**src/design/i2c_port_pkg.sv**
```systemverilog
// constants and types shared by the two-wire serial port files
package i2c_port_pkg;
   // register byte offsets on the apb bus
   localparam logic [7:0] OFS_CTRL1 = 8'h00;
   localparam logic [7:0] OFS_CTRL2 = 8'h04;
   localparam logic [7:0] OFS_STATUS = 8'h08;
   localparam logic [7:0] OFS_DATA = 8'h0C;
   localparam logic [7:0] OFS_ADDR = 8'h10;
   localparam logic [7:0] OFS_FLAG = 8'h14;
   localparam logic [7:0] RST_REG = 8'h00;
   // control one fields
   localparam int C1_COLL = 7;
   localparam int C1_OVF = 6;
   localparam int C1_EN = 5;
   localparam int C1_REL = 4;
   localparam int C1_MODE_HI = 3;
   // control two fields
   localparam int C2_BCAST = 7;
   localparam int C2_ACKST = 6;
   localparam int C2_ACKVAL = 5;
   localparam int C2_ACKGO = 4;
   localparam int C2_START = 0;
   localparam int C2_RXGO = 3;
   localparam int C2_STOP = 2;
   localparam int C2_RSTART = 1;
   // status fields
   localparam int ST_FULL = 0;
   localparam int ST_UPD = 1;
   localparam int ST_RW = 2;
   localparam int ST_SEEN_S = 3;
   localparam int ST_SEEN_P = 4;
   localparam int ST_DATA = 5;
   localparam int ST_MBUSY = 6;
   localparam int ST_RSVD = 7;
   // mode select codes
   localparam logic [3:0] MODE_SLV10_SP = 4'hF;
   localparam logic [3:0] MODE_SLV7_SP = 4'hE;
   localparam logic [3:0] MODE_FW_MST = 4'hB;
   localparam logic [3:0] MODE_MST = 4'h8;
   localparam logic [3:0] MODE_SLV10 = 4'h7;
   localparam logic [3:0] MODE_SLV7 = 4'h6;
   // bit counts and addressing
   localparam logic [4:0] TEN_PREFIX = 5'h1E;
   localparam logic [7:0] BCAST_ADDR = 8'h00;
   localparam logic [3:0] BYTE_LAST = 4'h8;
   localparam logic [3:0] ACK_END = 4'h9;
   localparam logic [3:0] MST_RX_LAST = 4'h7;
   localparam logic [1:0] Q_SAMPLE = 2'h2;
   localparam logic [1:0] Q_LAST = 2'h3;
   localparam logic [1:0] TEN_HI = 2'h0;
   localparam logic [1:0] TEN_LO = 2'h1;
   localparam logic [1:0] TEN_DONE = 2'h2;
   typedef enum logic [6:0] {
      M_IDLE = 7'h01, M_START = 7'h02, M_RSTART = 7'h04, M_STOP = 7'h08,
      M_TX = 7'h10, M_RX = 7'h20, M_ACK = 7'h40
   } mstate_t;
endpackage : i2c_port_pkg

```
**src/design/line_sense_if.sv**
```systemverilog
// synchronised bus levels and bus events
`timescale 1ns/1ps
interface line_sense_if;
   logic scl;
   logic sda;
   logic scl_rise;
   logic scl_fall;
   logic start;
   logic stop;
   modport src (output scl, sda, scl_rise, scl_fall, start, stop);
   modport dst (input scl, sda, scl_rise, scl_fall, start, stop);
endinterface : line_sense_if

```
**src/design/i2c_port.sv**
```systemverilog
// two-wire serial port: apb registers, master sequencer, slave datapath
`timescale 1ns/1ps
module i2c_port (
   // clock and reset
   input wire logic core_clk_i,
   input wire logic nrst_i,
   // apb slave
   input wire logic [7:0] paddr_i,
   input wire logic psel_i,
   input wire logic penable_i,
   input wire logic pwrite_i,
   input wire logic [31:0] pwdata_i,
   output logic [31:0] prdata_o,
   output logic pready_o,
   output logic pslverr_o,
   // bus pins, open drain
   input wire logic scl_i,
   output logic scl_o,
   output logic scl_oe_n_o,
   input wire logic sda_i,
   output logic sda_o,
   output logic sda_oe_n_o,
   // pin direction bits, high means input
   input wire logic scl_dir_in_i,
   input wire logic sda_dir_in_i,
   // status
   output logic pins_to_port_o,
   output logic port_interrupt_flag_o
);
   import i2c_port_pkg::*;

   typedef struct packed {
      logic [7:0] ctrl1;
      logic [7:0] ctrl2;
      logic [7:0] addr_reload;
      logic [7:0] data_buf;
      logic [7:0] shift;
      logic buf_full;
      logic addr_upd;
      logic rw;
      logic seen_s;
      logic seen_p;
      logic is_data;
      logic pif;
      mstate_t ms;
      logic [1:0] q;
      logic [3:0] mcnt;
      logic m_scl_low;
      logic m_sda_low;
      logic sact;
      logic [3:0] scnt;
      logic [1:0] ten;
      logic hit;
      logic load;
      logic ack;
      logic txbit;
      logic [31:0] rdata;
      logic ready;
      logic err;
      logic scl_oe_n;
      logic sda_oe_n;
      logic port_on;
      logic drv_lvl;
   } state_t;
   state_t r, n;

   logic [3:0] mode;
   logic [7:0] wdat;
   logic [7:0] stat;
   logic en, is_master, is_slave, ten_mode, sp_irq, i2c_sel, m_busy;
   logic acc, wr, rd, reg_hit, tick, step, samp, mid;
   logic scl_low, sda_low, tx_shifting;

   line_sense_if ls ();

   line_sense u_sense (
      .core_clk_i(core_clk_i),
      .nrst_i(nrst_i),
      .scl_i(scl_i),
      .sda_i(sda_i),
      .ls(ls)
   );

   rate_gen u_rate (
      .core_clk_i(core_clk_i),
      .nrst_i(nrst_i),
      .reload_i(r.addr_reload[6:0]),
      .run_i(is_master && r.ms != M_IDLE),
      .tick_o(tick)
   );

   assign en = r.ctrl1[C1_EN];
   assign mode = r.ctrl1[C1_MODE_HI:0];
   assign wdat = pwdata_i[7:0];
   assign is_master = en && mode == MODE_MST;
   assign ten_mode = mode == MODE_SLV10_SP || mode == MODE_SLV10;
   assign sp_irq = mode == MODE_SLV10_SP || mode == MODE_SLV7_SP;
   assign is_slave = en && (ten_mode || sp_irq || mode == MODE_SLV7);
   assign i2c_sel = is_master || is_slave || (en && mode == MODE_FW_MST);
   assign m_busy = is_master && (r.ms != M_IDLE || r.ctrl2[C2_ACKGO:C2_START] != 5'h00);
   assign tx_shifting = r.sact && r.rw && r.is_data && r.scnt != 4'h0 && r.scnt <= BYTE_LAST;
   assign acc = psel_i && penable_i && r.ready;
   assign wr = acc && pwrite_i;
   assign rd = acc && !pwrite_i;
   assign reg_hit = paddr_i == OFS_CTRL1 || paddr_i == OFS_CTRL2 || paddr_i == OFS_STATUS
                    || paddr_i == OFS_DATA || paddr_i == OFS_ADDR || paddr_i == OFS_FLAG;
   assign step = tick && r.q == Q_LAST;
   assign samp = tick && r.q == Q_SAMPLE;
   // scl is low in the first and last quarter of a data bit
   assign mid = r.q == 2'h0 || r.q == Q_LAST;

   assign stat[ST_FULL] = r.buf_full;
   assign stat[ST_UPD] = r.addr_upd;
   assign stat[ST_RW] = r.rw;
   assign stat[ST_SEEN_S] = r.seen_s;
   assign stat[ST_SEEN_P] = r.seen_p;
   assign stat[ST_DATA] = r.is_data;
   assign stat[ST_MBUSY] = m_busy;
   assign stat[ST_RSVD] = 1'b0;

   // stretch while release is clear, or while a ten-bit address update is owed
   assign scl_low = is_master ? r.m_scl_low
                    : is_slave && ((r.sact && !r.ctrl1[C1_REL]) || (ten_mode && r.addr_upd));
   assign sda_low = is_master ? r.m_sda_low
                    : is_slave && (r.ack || (r.sact && r.rw && r.is_data && r.scnt < BYTE_LAST && !r.txbit));

   always_comb
   begin
      logic hit;
      logic ok;
      hit = 1'b0;
      ok = 1'b0;
      n = r;
      n.ready = 1'b0;
      n.err = 1'b0;
      // one wait state so read data comes from a flop
      if (psel_i && penable_i && !r.ready)
      begin
         n.ready = 1'b1;
         n.err = !reg_hit;
         n.rdata = 32'h0000_0000;
         if (paddr_i == OFS_CTRL1)
            n.rdata[7:0] = r.ctrl1;
         else if (paddr_i == OFS_CTRL2)
            n.rdata[7:0] = r.ctrl2;
         else if (paddr_i == OFS_STATUS)
            n.rdata[7:0] = stat;
         else if (paddr_i == OFS_DATA)
            n.rdata[7:0] = r.data_buf;
         else if (paddr_i == OFS_ADDR)
            n.rdata[7:0] = r.addr_reload;
         else if (paddr_i == OFS_FLAG)
            n.rdata[0] = r.pif;
      end
      if (rd && paddr_i == OFS_DATA)
         n.buf_full = 1'b0;
      // software writes first; hardware sets below win in the same cycle
      if (wr)
      begin
         if (paddr_i == OFS_CTRL1)
            n.ctrl1 = wdat;
         else if (paddr_i == OFS_CTRL2)
         begin
            n.ctrl2[C2_BCAST] = wdat[C2_BCAST];
            n.ctrl2[C2_ACKVAL] = wdat[C2_ACKVAL];
            if (!m_busy)
               n.ctrl2[C2_ACKGO:C2_START] = wdat[C2_ACKGO:C2_START];
         end
         else if (paddr_i == OFS_DATA)
         begin
            if (m_busy || (is_slave && tx_shifting))
               n.ctrl1[C1_COLL] = 1'b1;
            else
            begin
               n.data_buf = wdat;
               n.shift = wdat;
               if (is_master)
               begin
                  n.ms = M_TX;
                  n.buf_full = 1'b1;
               end
               else if (r.rw)
                  n.buf_full = 1'b1;
            end
         end
         else if (paddr_i == OFS_ADDR)
         begin
            n.addr_reload = wdat;
            n.addr_upd = 1'b0;
         end
         else if (paddr_i == OFS_FLAG && wdat[0])
            n.pif = 1'b0;
      end

      // master sequencer, four quarters per step
      if (!is_master)
      begin
         n.ms = M_IDLE;
         n.q = 2'h0;
         n.m_scl_low = 1'b0;
         n.m_sda_low = 1'b0;
      end
      else
      begin
         if (tick)
            n.q = r.q + 2'h1;
         case (r.ms)
            M_IDLE:
            begin
               n.q = 2'h0;
               n.mcnt = 4'h0;
               if (r.ctrl2[C2_START])
                  n.ms = M_START;
               else if (r.ctrl2[C2_RSTART])
                  n.ms = M_RSTART;
               else if (r.ctrl2[C2_STOP])
                  n.ms = M_STOP;
               else if (r.ctrl2[C2_RXGO])
                  n.ms = M_RX;
               else if (r.ctrl2[C2_ACKGO])
                  n.ms = M_ACK;
            end
            M_START:
            begin
               n.m_sda_low = r.q != 2'h0;
               n.m_scl_low = r.q == Q_LAST;
               if (step)
               begin
                  n.ctrl2[C2_START] = 1'b0;
                  n.ms = M_IDLE;
               end
            end
            M_RSTART:
            begin
               n.m_sda_low = r.q[1];
               n.m_scl_low = mid;
               if (step)
               begin
                  n.ctrl2[C2_RSTART] = 1'b0;
                  n.ms = M_IDLE;
               end
            end
            M_STOP:
            begin
               n.m_sda_low = !r.q[1];
               n.m_scl_low = r.q == 2'h0;
               if (step)
               begin
                  n.ctrl2[C2_STOP] = 1'b0;
                  n.ms = M_IDLE;
               end
            end
            M_TX:
            begin
               n.m_sda_low = r.mcnt < BYTE_LAST && !r.shift[~r.mcnt[2:0]];
               n.m_scl_low = mid;
               if (samp && r.mcnt == BYTE_LAST)
                  n.ctrl2[C2_ACKST] = ls.sda;
               if (step)
               begin
                  n.mcnt = r.mcnt + 4'h1;
                  if (r.mcnt == BYTE_LAST)
                  begin
                     n.ms = M_IDLE;
                     n.pif = 1'b1;
                     n.buf_full = 1'b0;
                  end
               end
            end
            M_RX:
            begin
               n.m_sda_low = 1'b0;
               n.m_scl_low = mid;
               if (samp)
                  n.shift = {r.shift[6:0], ls.sda};
               if (step)
               begin
                  n.mcnt = r.mcnt + 4'h1;
                  if (r.mcnt == MST_RX_LAST)
                  begin
                     n.ms = M_IDLE;
                     n.ctrl2[C2_RXGO] = 1'b0;
                     n.pif = 1'b1;
                     if (r.buf_full)
                        n.ctrl1[C1_OVF] = 1'b1;
                     else
                     begin
                        n.data_buf = r.shift;
                        n.buf_full = 1'b1;
                     end
                  end
               end
            end
            M_ACK:
            begin
               n.m_sda_low = !r.ctrl2[C2_ACKVAL];
               n.m_scl_low = mid;
               if (step)
               begin
                  n.ctrl2[C2_ACKGO] = 1'b0;
                  n.ms = M_IDLE;
               end
            end
            default:
               n.ms = M_IDLE;
         endcase
      end

      // slave datapath, paced by the edges the far master makes
      if (!is_slave)
      begin
         n.sact = 1'b0;
         n.ack = 1'b0;
         n.scnt = 4'h0;
         n.ten = TEN_HI;
      end
      else
      begin
         // next outgoing bit only changes while scl is low
         if (!ls.scl)
            n.txbit = r.shift[7];
         if (ls.start)
         begin
            n.sact = 1'b1;
            n.scnt = 4'h0;
            n.is_data = 1'b0;
            n.ack = 1'b0;
            n.seen_s = 1'b1;
            n.seen_p = 1'b0;
            if (sp_irq)
               n.pif = 1'b1;
         end
         else if (ls.stop)
         begin
            n.sact = 1'b0;
            n.ack = 1'b0;
            n.ten = TEN_HI;
            n.seen_p = 1'b1;
            n.seen_s = 1'b0;
            if (sp_irq)
               n.pif = 1'b1;
         end
         else if (r.sact && ls.scl_rise)
         begin
            if (r.scnt < BYTE_LAST)
            begin
               n.shift = {r.shift[6:0], ls.sda};
               n.scnt = r.scnt + 4'h1;
            end
            else
            begin
               n.scnt = ACK_END;
               // a not-acknowledge from the reading master ends the transfer
               if (r.rw && r.is_data && ls.sda)
                  n.sact = 1'b0;
            end
         end
         else if (r.sact && ls.scl_fall && r.scnt == BYTE_LAST)
         begin
            if (r.is_data)
               hit = !r.rw;
            else if (!ten_mode)
               hit = r.shift[7:1] == r.addr_reload[7:1]
                     || (r.ctrl2[C2_BCAST] && r.shift == BCAST_ADDR);
            else if (r.ten == TEN_HI)
               hit = r.shift[7:1] == r.addr_reload[7:1] && r.shift[7:3] == TEN_PREFIX && !r.shift[0];
            else if (r.ten == TEN_LO)
               hit = r.shift == r.addr_reload;
            else
               hit = r.shift[7:1] == r.addr_reload[7:1];
            ok = !r.buf_full && !r.ctrl1[C1_OVF];
            n.hit = hit;
            n.load = hit && ok;
            n.ack = hit && ok;
            if (hit && !ok && r.is_data)
               n.ctrl1[C1_OVF] = 1'b1;
            if (r.is_data && r.rw)
               n.buf_full = 1'b0;
            if (!r.is_data && !hit)
               n.sact = 1'b0;
         end
         else if (r.sact && ls.scl_fall && r.scnt == ACK_END)
         begin
            n.scnt = 4'h0;
            n.ack = 1'b0;
            if (r.is_data && r.rw)
            begin
               n.pif = 1'b1;
               if (!r.buf_full)
                  n.ctrl1[C1_REL] = 1'b0;
            end
            else if (r.hit)
            begin
               n.pif = 1'b1;
               if (r.load)
               begin
                  n.data_buf = r.shift;
                  n.buf_full = r.is_data || !r.shift[0];
               end
               if (!r.is_data && ten_mode && r.ten != TEN_DONE)
               begin
                  n.addr_upd = 1'b1;
                  n.ten = r.ten + 2'h1;
                  n.is_data = r.ten == TEN_LO;
                  n.rw = 1'b0;
               end
               else if (!r.is_data)
               begin
                  n.is_data = 1'b1;
                  n.rw = r.shift[0];
                  if (r.shift[0])
                     n.ctrl1[C1_REL] = 1'b0;
               end
               else if (r.ctrl2[C2_START] && r.load)
                  n.ctrl1[C1_REL] = 1'b0;
            end
         end
      end

      if (!en)
      begin
         n.seen_s = 1'b0;
         n.seen_p = 1'b0;
      end
      // open drain: only ever pull low, and only with the pin set as input
      n.scl_oe_n = !(i2c_sel && scl_dir_in_i && scl_low);
      n.sda_oe_n = !(i2c_sel && sda_dir_in_i && sda_low);
      n.port_on = en && i2c_sel;
   end

   always_ff @(posedge core_clk_i)
   begin
      if (!nrst_i)
      begin
         r <= '0;
         r.ctrl1 <= RST_REG;
         r.ctrl2 <= RST_REG;
         r.addr_reload <= RST_REG;
         r.ms <= M_IDLE;
         r.scl_oe_n <= 1'b1;
         r.sda_oe_n <= 1'b1;
      end
      else
         r <= n;
   end

   assign prdata_o = r.rdata;
   assign pready_o = r.ready;
   assign pslverr_o = r.err;
   assign scl_o = r.drv_lvl;
   assign sda_o = r.drv_lvl;
   assign scl_oe_n_o = r.scl_oe_n;
   assign sda_oe_n_o = r.sda_oe_n;
   assign pins_to_port_o = r.port_on;
   assign port_interrupt_flag_o = r.pif;
endmodule : i2c_port

```
**src/design/line_sense.sv**
```systemverilog
// pin synchroniser with clock edge and start/stop detection
`timescale 1ns/1ps
module line_sense (
   // clock and reset
   input wire logic core_clk_i,
   input wire logic nrst_i,
   // raw bus pins
   input wire logic scl_i,
   input wire logic sda_i,
   // conditioned view
   line_sense_if.src ls
);
   typedef struct packed {
      logic [1:0] s1;
      logic [1:0] s2;
      logic [1:0] s3;
      logic rise;
      logic fall;
      logic start;
      logic stop;
   } sense_t;
   sense_t r, n;

   // s1 feeds only s2; all detection looks at s2 and s3
   always_comb
   begin
      n = r;
      n.s1 = {scl_i, sda_i};
      n.s2 = r.s1;
      n.s3 = r.s2;
      n.rise = r.s2[1] & ~r.s3[1];
      n.fall = ~r.s2[1] & r.s3[1];
      n.start = r.s2[1] & r.s3[1] & ~r.s2[0] & r.s3[0];
      n.stop = r.s2[1] & r.s3[1] & r.s2[0] & ~r.s3[0];
   end

   // idle bus reads high, so no false event after reset
   always_ff @(posedge core_clk_i)
   begin
      if (!nrst_i)
         r <= {6'h3F, 4'h0};
      else
         r <= n;
   end

   assign ls.scl = r.s3[1];
   assign ls.sda = r.s3[0];
   assign ls.scl_rise = r.rise;
   assign ls.scl_fall = r.fall;
   assign ls.start = r.start;
   assign ls.stop = r.stop;
endmodule : line_sense

```
**src/design/rate_gen.sv**
```systemverilog
// quarter-bit tick generator for the master clock
`timescale 1ns/1ps
module rate_gen (
   // clock and reset
   input wire logic core_clk_i,
   input wire logic nrst_i,
   // control
   input wire logic [6:0] reload_i,
   input wire logic run_i,
   // one-cycle tick every reload+1 clocks
   output logic tick_o
);
   typedef struct packed {
      logic [6:0] cnt;
      logic tick;
   } rate_t;
   rate_t r, n;

   always_comb
   begin
      n = r;
      n.tick = 1'b0;
      if (!run_i)
         n.cnt = 7'h00;
      else if (r.cnt == reload_i)
      begin
         n.cnt = 7'h00;
         n.tick = 1'b1;
      end
      else
         n.cnt = r.cnt + 7'h01;
   end

   always_ff @(posedge core_clk_i)
   begin
      if (!nrst_i)
         r <= '0;
      else
         r <= n;
   end

   assign tick_o = r.tick;
endmodule : rate_gen
```
**config.mk**
```make
export PLATFORM = sky130hd
export DESIGN_NAME = i2c_port
export DESIGN_NICKNAME = d
export VERILOG_FILES = /design/src/design/i2c_port_pkg.sv /design/src/design/line_sense_if.sv /design/src/design/i2c_port.sv /design/src/design/line_sense.sv /design/src/design/rate_gen.sv
export SDC_FILE = /design/constraint.sdc
export NUM_CORES = 1
export LEC_CHECK = 0
export BUFFER_PORTS_ARGS = -buffer_cell sky130_fd_sc_hd__buf_4
export CAP_MARGIN = 20
export CORE_MARGIN = 8
export CORE_UTILIZATION = 50
export CTS_CLUSTER_DIAMETER = 100
export DETAILED_ROUTE_END_ITERATION = 8
export PLACE_DENSITY_LB_ADDON = 0.08
export SYNTH_ARGS = -nofsm -noshare
export SYNTH_HDL_FRONTEND = slang
export SYNTH_SLANG_ARGS = --single-unit
```
**constraint.sdc**
```tcl
create_clock -name core_clk_i -period 1.75 [get_ports core_clk_i]
set_clock_uncertainty 0.1 [all_clocks]
set_input_delay 0.175 -clock core_clk_i [delete_from_list [all_inputs] [get_ports core_clk_i]]
set_output_delay 0.175 -clock core_clk_i [all_outputs]
set_load 0.05 [all_outputs]
```
==> results of run 1 <==
[kinds of logic after synthesis]
kind of cell,Yosys count,share of synthesized area
adders and majority gates,12,0.0248
xor gates and xnor gates,26,0.0376
muxes,38,0.0698
AOI/OAI and AO/OA,159,0.178
buffers and inverters,93,0.0873
other,1,0.000619
and+or+nand+nor,294,0.258
DFF,104,0.344
[synthesized netlist by cell type (all sizes together), types with 4 or more instances]
| library cell | number |
|---|---|
| a211oi | 4 |
| a21oi | 27 |
| a22oi | 8 |
| a31oi | 24 |
| and2 | 9 |
| and3 | 7 |
| and4b | 4 |
| buf | 48 |
| clkbuf | 22 |
| dfxtp | 104 |
| ha | 12 |
| inv | 21 |
| mux2 | 4 |
| mux2i | 31 |
| nand2 | 71 |
| nand2b | 13 |
| nand3 | 34 |
| nand3b | 4 |
| nand4 | 9 |
| nand4b | 5 |
| nor2 | 74 |
| nor2b | 5 |
| nor3 | 21 |
| nor3b | 4 |
| nor4 | 11 |
| nor4b | 5 |
| o21ai | 40 |
| o31ai | 7 |
| or2 | 5 |
| or3 | 5 |
| xnor2 | 16 |
| xor2 | 10 |
[tightest hold or removal path, cell delays in order]
cell and delay [ns]:
buf_4 0.14, nand2_1 0.06, a21oi_1 0.05
[path summary, 6_finish.rpt]
| check | slack [ns] | cells after the start | end | startpoint |
|---|---|---|---|---|
| worst max-delay path | -0.23 | 6 | r[57] | r[59] |
| worst min-delay path | 0.02 | 3 | r[100] | pwdata_i[5] |
| worst max register to register | -0.23 | 6 | r[57] | r[59] |
| worst min register to register | 0.33 | 1 | u_sense.n[4] | u_sense.n[6] |
[metal layers]
layer,wire [um],share of wire
met1,8580,0.40
met2,10600,0.49
met3,1710,0.079
met4,630,0.029
met5,0,0
[through the flow]
step | cell area (um2) | std cells | utilization
3_3_place_gp | 7400 | 1020 | 0.622
6_report | 8550 | 1069 | 0.718
5_1_grt | 8550 | 1069 | 0.718
3_5_place_dp | 7400 | 1020 | 0.622
4_1_cts | 8110 | 1057 | 0.681
2_1_floorplan | 6220 | 752 | -
[where the power goes]
part           total, mW  internal [mW]  switching [mW]  leakage [nW]
sequential          2.37           2.36         0.00825         0.850
clock               2.07           1.12           0.947         0.141
combinational      0.394          0.114           0.280          2.37
[state kept, by name, summed over array words and instances, names as in the netlist, 4 cells and up]
name and count:
mode 4, prdata_o 8, r 67, u_rate.r 7, u_sense.n 4
[timing repair]
item	4_1_cts	5_1_grt
resized for setup	64	82
endpoints found under the hold margin	6	0
pin swaps	21	34
buffers inserted	16	12
gates cloned	1	0
endpoints found under the setup margin	53	53
hold buffers	5	0
[area by class of cell]
class,instances,area (um2),share of cell area
Inverter,22,85.1,0.00995
Multi-Input combinational cell,555,4050,0.474
Sequential cell,104,2130,0.249
Tap cell,147,184,0.0215
Clock inverter,5,63.8,0.00746
Timing Repair Buffer,225,1810,0.211
Clock buffer,11,233,0.0272
==> results.md, run 1 <==
- The vertical die dimension is 126 um.
- The number of antenna violations at the first check in global routing came to 0.
- The area growth from synthesis to final layout is 41.1%.
- The cell sitting at the root of the clock tree is a clkbuf_16.
- Counting along the longest clock path gives a buffer depth of 2.
- Dividing the detail-routed wire length by the instance count gives 20.1 um.
- The total number of yosys warnings is 0.
- The setup TNS is -4.57 ns.
- The number of max-slew violations in the final report is 0.
- In this run the tightest slew margin relative to its limit is 0.647.
- The fraction of met3 tracks used by global routing is 0.0599.
- dfxtp_1 takes more of the synthesized area than any other cell.
- The detail route stage leaves a number of antenna-violating nets equal to 0.
- The largest voltage drop on the vdd net is 0.636 mV.
- The tightest hold path in the finished design has a slack of 0.0196 ns.
- The total routing usage reported by global routing is 0.263.
- The largest individual stage delay along the critical path comes from the cell or4b_4.
- The remaining design rule violation count is 0.
- The starting density of the core is 0.509.
- The average size of a mapped cell is 8.34 um2.
- Of all nets on the critical path, the largest fanout is 6.
- The sequential element share of the synthesized area is 0.344.
- For this run, global-route usage on met2 was measured as 0.441.
- Counting both buffers and inverters, the worst setup path holds a total of 1.
- The I/O pin total is 89.
- The min-delay analysis places its worst path in the category input port to flip-flop.
- The count of input and output buffers is 38.
- The source-to-sink clock delay at the later pin of the worst-skew pair is 0.36 ns.
- The smallest clock period supported by the final layout is computed as 1.98 ns.
- The critical path's top delay family is compound AO/OA/AOI/OAI gates.
- The critical path startpoint category is a flip-flop.
- The fmax is 504 MHz.
- In the synthesized netlist the async set-or-reset flop fraction comes to 0.
- The routed design has 21,500 um of wire.
- The count of endpoints failing setup in the final report is 47.
- STA puts the critical path data arrival time at 2.13 ns.
- The final worst-path cycle share is 1.13.
- In the routed layout, each cell is associated on average with a via count of 5.93.
- The count of flip-flops with a built-in enable after synthesis is 0.
- The layout net count is 978.
- The die width is 126 um.
- Leaving out fill and tap cells, the most frequent cell in the layout is buf_4.
- After floorplanning, the core was divided into 40 placement rows.
- The flow ran to the end, but the final reports show violations.
- The die covers 15,900 um2.
- Traced cell by cell, the critical path runs through buf_6, or4b_4, o221ai_4, a211o_1, o21bai_2, a2111o_1.
- The number of clock buffers inserted by TritonCTS is 9.
- The pre-CTS setup slack is -0.297 ns.
- The CTS sink count is 104.
- The area of the core is 11,900 um2.
- The global routing stage identified its most utilized layer as met2.
- In the post-synthesis netlist, the biggest area contributors are dfxtp_1 (34%), mux2i_1 (5.1%), nor2_1 (4.5%), buf_4 (4.5%), nand2_1 (4.4%).
- The final antenna diode count is 0.
- The H-tree depth is 3.
- The delay of the slowest critical-path stage is 0.56 ns.
- After synthesis the cells add up to 6060 um2.
- The most used flip-flop cell after synthesis is dfxtp_1.
- The number of global-route vias before repair was 6,075.
- Once routing completed, OpenROAD measured the worst setup slack at -0.234 ns.
- After global routing the overflow that remains totals 0.
- Counting flops and latches in the post-synthesis netlist gives 104.
- The kind of capture point of the worst setup path is a flip-flop.
- The vias after detailed routing is 6,340.
- The overall power is 4.84 mW.
- The post-synthesis cell count is 727.
- The fraction of final layout cells with drive strength greater than 1 is 0.385.
- The share of synthesized area in the top cell type comes to 0.344.
- Once detailed placement completed, the half-perimeter wirelength came to 15,600 um.
- For this block, the initial DRC count from the detailed router was 734.
- Setup repair after global routing could not meet its margin everywhere.
- Entering global routing, the biggest net connects 49 pins.
- At the end of routability-driven placement, the weighted congestion stood at 0.979.
- The required time at the endpoint of the critical path is 1.90 ns.
- The synthesized netlist contains 84 unique library cells.
- In the global route stage, met1 resource usage came out at 0.321.
- The CTS tree is done.
- The final hold violation count is 0.
- The critical setup path kind is flip-flop to flip-flop.
- Dividing total power by cell area gives a power density of 566 nW/um2.
- Max-cap violations in this run came to 0.
- In the layout the commonest cells are buf_4 (195), dfxtp_1 (87), nor2_1 (65).
- The first global-routing pass estimated 33,100 um of wire.
- Clock-pin slew was measured on the worst setup and hold paths at 0.07 ns.
- The final reports fail on negative setup slack.
- In this run the static leakage power is 3.36 nW.
- The first detailed-routing pass took 5 iterations.
- For the pin with the worst max-slew slack, the measured transition is 0.529 ns.
- The filler cells instantiated in the layout total 930.
(Power assumes the default switching activity.)
==> run 2, diff against run 1 <==
--- a/config.mk
+++ b/config.mk
@@ -6,12 +6,13 @@
 export NUM_CORES = 1
 export LEC_CHECK = 0
 export BUFFER_PORTS_ARGS = -buffer_cell sky130_fd_sc_hd__buf_4
-export CAP_MARGIN = 20
+export CAP_MARGIN = 10
 export CORE_MARGIN = 8
 export CORE_UTILIZATION = 50
-export CTS_CLUSTER_DIAMETER = 100
+export CTS_CLUSTER_DIAMETER = 60
 export DETAILED_ROUTE_END_ITERATION = 8
 export PLACE_DENSITY_LB_ADDON = 0.08
+export SKIP_CTS_REPAIR_TIMING = 1
 export SYNTH_ARGS = -nofsm -noshare
 export SYNTH_HDL_FRONTEND = slang
 export SYNTH_SLANG_ARGS = --single-unit
==> run 2 against run 1 <==
  * The flow finishes with violations (negative hold slack, negative setup slack)
  * Non-clock buffer count shrank 16
  * Combinational power hardly changed
  * First-iteration DRC count down 11%
  * Die area unchanged
  * Sequential share of layout area grew 0.59 points
  * Register-to-register slack better by 0.05 ns
  * Via count decreased by 1.0%
  * Critical path type unchanged
  * Critical endpoint unchanged
  * Largest cell class unchanged
==> results.md, run 2 (same netlist as run 1, synthesis figures left out) <==
- The flow ran to the end, but the final reports show violations.
- The checks that failed: negative hold slack, negative setup slack.
- The area of the core is 11,900 um2.
- The final antenna diode count is 0.
- The first global-routing pass estimated 31,800 um of wire.
- The cell area after layout is 8370 um2.
- The signal on the critical path passes through buf_6, or4b_4, o221ai_4, a211o_1, o21bai_2, a2111o_1.
- The most common cell after layout, fill and taps aside is buf_4.
- The end of the critical path is r[57].
- The top cell types in the final layout, fill and taps aside, are buf_4 (188), dfxtp_1 (84), nor2_1 (69).
- In this run the static leakage power is 3.29 nW.
- The final core utilization is 0.702.
- Clock tree synthesis found a total of 104 sinks.
- The required time at the endpoint of the critical path is 1.90 ns.
- The critical path crosses 6 cells after its start point.
- The CTS tree is done.
- Across every metal layer, demand over resource in global routing totals 0.252.
- Data on the critical path arrives at its endpoint at 2.08 ns.
- The count of input and output buffers is 38.
- The register-to-register path setup slack is -0.18 ns.
- The die width is 126 um.
- The maximum fanout along the worst path is 7.
- The H-tree depth is 3.
- For this run, design rule violations remaining after detail routing come to 0.
- The worst register-to-register path has a depth of 6.
- The slowest stage of the critical path is the or4b_4 cell.
- The overall power is 4.83 mW.
- Setup violations remaining at the end of the flow were counted as 36.
- Detailed placement ended at an HPWL of 15,600 um.
- For the pin with the worst max-slew slack, the measured transition is 0.563 ns.
- The master cell of the clock root buffer is clkbuf_16.
- The start point of the critical path is r[60].
- The reg-to-reg startpoint is r[60].
- The worst hold path passes through 3 cells.
- The final worst-path cycle share is 1.10.
- The critical setup path kind is flip-flop to flip-flop.
- During I/O placement, the number of pins put on the boundary was 89.
- The instance count after placement with tap cells included is 1,020.
- The final critical-path setup slack is -0.181 ns.
- The floorplan has 40 rows.
- The worst setup path is launched from a flip-flop.
- The layout net count is 963.
- Entering global routing, the biggest net connects 49 pins.
- The global placement routability congestion is 0.979.
- The number of DRC markers after the initial detailed-route iteration is 655.
- The worst register-to-register path ends at r[57].
- The number of max-slew violations in the final report is 0.
- Relative to the synthesized area, the layout overhead comes to 38.0%.
- The delay of the slowest critical-path stage is 0.49 ns.
- Excluding fillers, the count of instances in the completed layout stands at 1,054.
- The number of antenna violations at the first check in global routing is 0.
- The fmax is 518 MHz.
- The post-detailed-route count of antenna-violating nets is 0.
- Measured along the y axis, the die boundary spans 126 um.
- The most flop-heavy register is r.
- The number of clock buffers inserted by TritonCTS is 9.
- After detailed placement, the total cell area comes to 7400 um2.
- The relative slew slack is 0.625.
- The max-cap violation count is 0.
- The number of global-route vias before repair is 5,828.
- The worst-case IR drop observed on VDD is 0.669 mV.
- In the final routed layout, each cell accounts on average for 20.1 um.
- Together, buffers and inverters on the worst path number 1.
- Wires add up to 21,200 um.
- The cell family contributing the most delay on the critical path is compound AO/OA/AOI/OAI gates.
- The full die area is 15,900 um2.
- The fraction of final layout cells with drive strength greater than 1 is 0.375.
- The source-to-sink clock delay at the later pin of the worst-skew pair is 0.36 ns.
- Setup repair after global routing could not meet its margin everywhere.
- The worst setup path is captured at a flip-flop.
- Dividing the detail-routed via count by the number of cells gives 5.95.
- The flip-flop count of the largest register after layout is 67.
- The final hold violation count is 1.
- For this configuration, the core starts out at a cell density of 0.509.
- In this run the worst hold path is classified as input port to flip-flop.
- The worst hold slack after final layout is -0.0149 ns.
- The residual overflow from global routing is 0.
- The first TritonRoute pass finished after 5 iterations.
- The vias after detailed routing is 6,275.
- The smallest clock period supported by the final layout is computed as 1.93 ns.
- The power density over cell area is 577 nW/um2.
- The clock tree buffer depth is 2.
- Clock-pin slew was measured on the worst setup and hold paths at 0.07 ns.
-- run 2: cell count changes in the layout (fill, tap and decap cells not counted), moves of 4 or more --
cell / previous run / this run
nor2_1: 65 / 69
buf_6: 22 / 16
o21ai_0: 34 / 30
buf_4: 195 / 188
-- run 2: where the power goes --
part,internal [mW],switching (mW),leakage (nW),total (mW)
clock,1.12,0.941,0.141,2.07
combinational,0.112,0.280,2.29,0.392
sequential,2.36,0.00828,0.851,2.37
-- run 2: through the flow --
stage	setup TNS [ns]	setup slack, ns
3_5_place_dp	-8.65	-0.297
2_1_floorplan	-1.01	-0.0804
6_report	-2.93	-0.181
5_1_grt	-5.73	-0.218
3_3_place_gp	-7.14	-0.248
4_1_cts	-9.13	-0.319
-- run 2: worst reg2reg max path, delay by kind of cell (launching register included) --
kind | cells | cell delay [ns]
AOI/OAI and AO/OA | 4 | 0.67
buffers and inverters | 1 | 0.15
DFF | 1 | 0.42
and+or+nand+nor | 1 | 0.49
-- run 2: layout make-up --
cell class                      count  area [um2]
Clock buffer                       11         233
Clock inverter                      5        63.8
Fill cell                         968        3540
Inverter                           22        85.1
Multi-Input combinational cell    556        4020
Sequential cell                   104        2130
Tap cell                          147         184
Timing Repair Buffer              209        1650
-- run 2: layer usage --
layer | wire, um | global-route usage | share of wire | vias to the layer above
met4 | 605 | 0.108 | 0.029 | 0
met5 | 0 | 0 | 0 | -
met2 | 10200 | 0.400 | 0.48 | 258
li1 | - | - | - | 2928
met1 | 8660 | 0.322 | 0.41 | 3053
met3 | 1710 | 0.0549 | 0.081 | 36
-- run 2: how the worst min path moves through the flow --
stage / startpoint / to / slack [ns]
4_1_cts: scl_dir_in_i / scl_oe_n_o / -0.12
2_1_floorplan: scl_dir_in_i / scl_oe_n_o / 0.15
3_3_place_gp: sda_dir_in_i / sda_oe_n_o / 0.26
6_report: pwdata_i[7] / r[94] / -0.01
5_1_grt: pwdata_i[5] / r[100] / 0.01
3_5_place_dp: scl_dir_in_i / scl_oe_n_o / 0.26
==> run 3, diff against run 2 <==
--- a/config.mk
+++ b/config.mk
@@ -8,7 +8,7 @@
 export BUFFER_PORTS_ARGS = -buffer_cell sky130_fd_sc_hd__buf_4
 export CAP_MARGIN = 10
 export CORE_MARGIN = 8
-export CORE_UTILIZATION = 50
+export CORE_UTILIZATION = 45
 export CTS_CLUSTER_DIAMETER = 60
 export DETAILED_ROUTE_END_ITERATION = 8
 export PLACE_DENSITY_LB_ADDON = 0.08
==> run 3 against run 2 <==
  * The run still ends with negative hold slack, negative setup slack left
  * Die area rose by 9.7%
  * Routed wire length increased by 2.2%
  * Core utilization fell by 6.0 points
  * Via count shrank 1.2%
  * Largest power group unchanged
==> results.md, run 3 (same netlist as run 1, synthesis figures left out) <==
- The number of DRC markers after the initial detailed-route iteration is 515.
- After layout, the design draws a total of 4.81 mW.
- The first detailed-routing pass took 5 iterations.
- The core region is 13,200 um2.
- The cell area after placement is 7330 um2.
- Max-cap violations in this run came to 0.
- The number of placement rows is 42.
- The leakage power summed over all cells is 3.28 nW.
- The register-to-register path setup slack is -0.19 ns.
- In the finished design, the share of the clock period the worst path needs comes to 1.11.
- The cell area after layout is 8480 um2.
- At the pin with the least slew margin, the transition time is 0.602 ns.
- The global placement routability congestion is 0.948.
- The hold path startpoint is pwdata_i[5].
- Based on the critical path, the design can be clocked at up to 515 MHz.
- TritonCTS created 9 clock buffers.
- Counting instances, the worst hold path has a depth of 3.
- The run finished, with violations left.
- The CTS sink count is 104.
- The library cells used most frequently in the layout, excluding fill and tap cells, are buf_4 (170), dfxtp_1 (79), nor2_1 (69).
- The I/O pin total is 89.
- The setup path with the least slack is of type flip-flop to flip-flop.
- The CTS tree is done.
- The residual overflow from global routing is 0.
- The cell sitting at the root of the clock tree is a clkbuf_16.
- The largest individual stage delay along the critical path comes from the cell or3_4.
- Across all layers, the routed design uses 6,199 vias.
- The floorplan step defined a die boundary enclosing 17,400 um2.
- In this run the critical register-to-register path is captured at r[98].
- The count of input and output buffers is 38.
- The final reports fail on negative hold slack, negative setup slack.
- Using the TritonRoute via totals, the vias-per-cell ratio works out to 5.78.
- The class of the worst hold path is input port to flip-flop.
- Traced cell by cell, the critical path runs through or3_4, or2_4, nor3_4, buf_4, buf_4, buf_4, nor3_1.
- The clock tree buffer depth is 2.
- The first global-routing pass estimated 32,100 um of wire.
- 0 antenna diodes ended up in the layout.
- The number of max-slew violations in the final report is 0.
- Entering global routing, the biggest net connects 49 pins.
- The buffering stage count on the worst path with inverters included is 3.
- The destination of the worst hold path is r[92].
- The count of endpoints failing setup in the final report is 35.
- The area growth from synthesis to final layout is 39.9%.
- The total routed wirelength is 21,600 um.
- The post-detailed-route count of antenna-violating nets is 0.
- The vertical die dimension is 132 um.
- The total routing usage reported by global routing is 0.231.
- For this configuration, the core starts out at a cell density of 0.459.
- Of the cells placed in the final design, the portion with a size suffix greater than 1 is 0.381.
- The worst register-to-register path begins at mode[0].
- STA puts the critical path data required time at 1.89 ns.
- The critical path's top delay family is simple AND/OR/NAND/NOR gates.
- The maximum fanout along the worst path is 4.
- Counting I/O delays and the setup requirement, the final critical path takes 1.94 ns.
- Setup slack on the critical path of the routed design comes to -0.192 ns.
- The flip-flop count of the largest register after layout is 67.
- The H-tree depth is 3.
- The routed wirelength normalized by instance count is 20.2 um.
- The power density over cell area is 567 nW/um2.
- Setup repair after global routing could not meet its margin everywhere.
- At the end of the flow, the number of nets in the layout was 953.
- The data arrival time of the critical path is 2.08 ns.
- The source-to-sink clock delay at the later pin of the worst-skew pair is 0.36 ns.
- Among the stages of the critical path, the cell type that occurs most often is buf_4.
- The number of global-route vias before repair is 5,881.
- The library cell used most frequently in the layout, excluding fill and tap cells, is buf_4.
- Across the VDD grid, the largest voltage drop is 0.670 mV.
- The worst register-to-register path has a depth of 7.
- The delay of the slowest critical-path stage is 0.43 ns.
- For this run, design rule violations remaining after detail routing come to 0.
- The HPWL after detailed placement is 15,900 um.
- The final hold violation count is 1.
- The critical path startpoint category is a flip-flop.
- The number of antenna violations at the first check in global routing is 0.
- The die width is 132 um.
- The kind of capture point of the worst setup path is a flip-flop.
- The worst hold slack after final layout is -0.0157 ns.
- Headroom to the max-slew limit came out at 0.599.
- The clock-pin transition on the worst setup and hold timing paths is 0.08 ns.
- More flip-flops sit in one register than any other, and that register is r.
==> run 3: routing by layer <==
layer,GRT usage,vias up,share of wire
met1,0.293,3015,0.43
li1,-,2906,-
met2,0.369,230,0.47
met4,0.0842,0,0.028
met5,0,-,0
met3,0.0579,48,0.066
==> run 3: how the worst max path moves through the flow <==
| stage | from | end | slack (ns) | depth (start not counted) |
|---|---|---|---|---|
| final | mode[0] | r[98] | -0.19 | 7 |
| after global routing | r[44] | r[70] | -0.22 | 9 |
| after CTS | r[60] | r[57] | -0.34 | 6 |
| after detailed placement | r[60] | r[57] | -0.31 | 6 |
| after global placement | r[59] | r[54] | -0.29 | 8 |
| after floorplan | r[62] | r[82] | -0.08 | 7 |
==> run 3: per-stage QoR <==
step | utilization | std cells | hold WS [ns] | TNS [ns] | setup slack [ns]
6_report | 0.643 | 1073 | -0.0157 | -3.11 | -0.192
3_3_place_gp | 0.556 | 1028 | 0.257 | -10.42 | -0.295
2_1_floorplan | - | 752 | 0.147 | -1.01 | -0.0804
4_1_cts | 0.579 | 1044 | -0.117 | -11.14 | -0.337
5_1_grt | 0.643 | 1073 | 0.0117 | -5.30 | -0.218
3_5_place_dp | 0.556 | 1028 | 0.261 | -11.13 | -0.309
==> run 3: final cells by class <==
type,instances,area (um2)
flip-flops and latches,104,2140
well taps,176,220
fillers,1141,4710
repair buffers,199,1660
multi-input cells,556,4070
inverters,22,82.6
clock inverters,4,32.5
clock buffers,12,268
==> run 3: report_power, final <==
| part | internal [mW] | switching [mW] | total, mW |
|---|---|---|---|
| clock network | 1.10 | 0.951 | 2.05 |
| logic | 0.107 | 0.281 | 0.388 |
| registers | 2.36 | 0.00643 | 2.37 |
| total | 3.57 | 1.24 | 4.81 |
==> run 3: worst register-to-register path: cells and delay by family, from the launching register on <==
kind          cells  cell delay (ns)
flops             1             0.32
simple gates      4             1.02
buf+inv           3             0.39
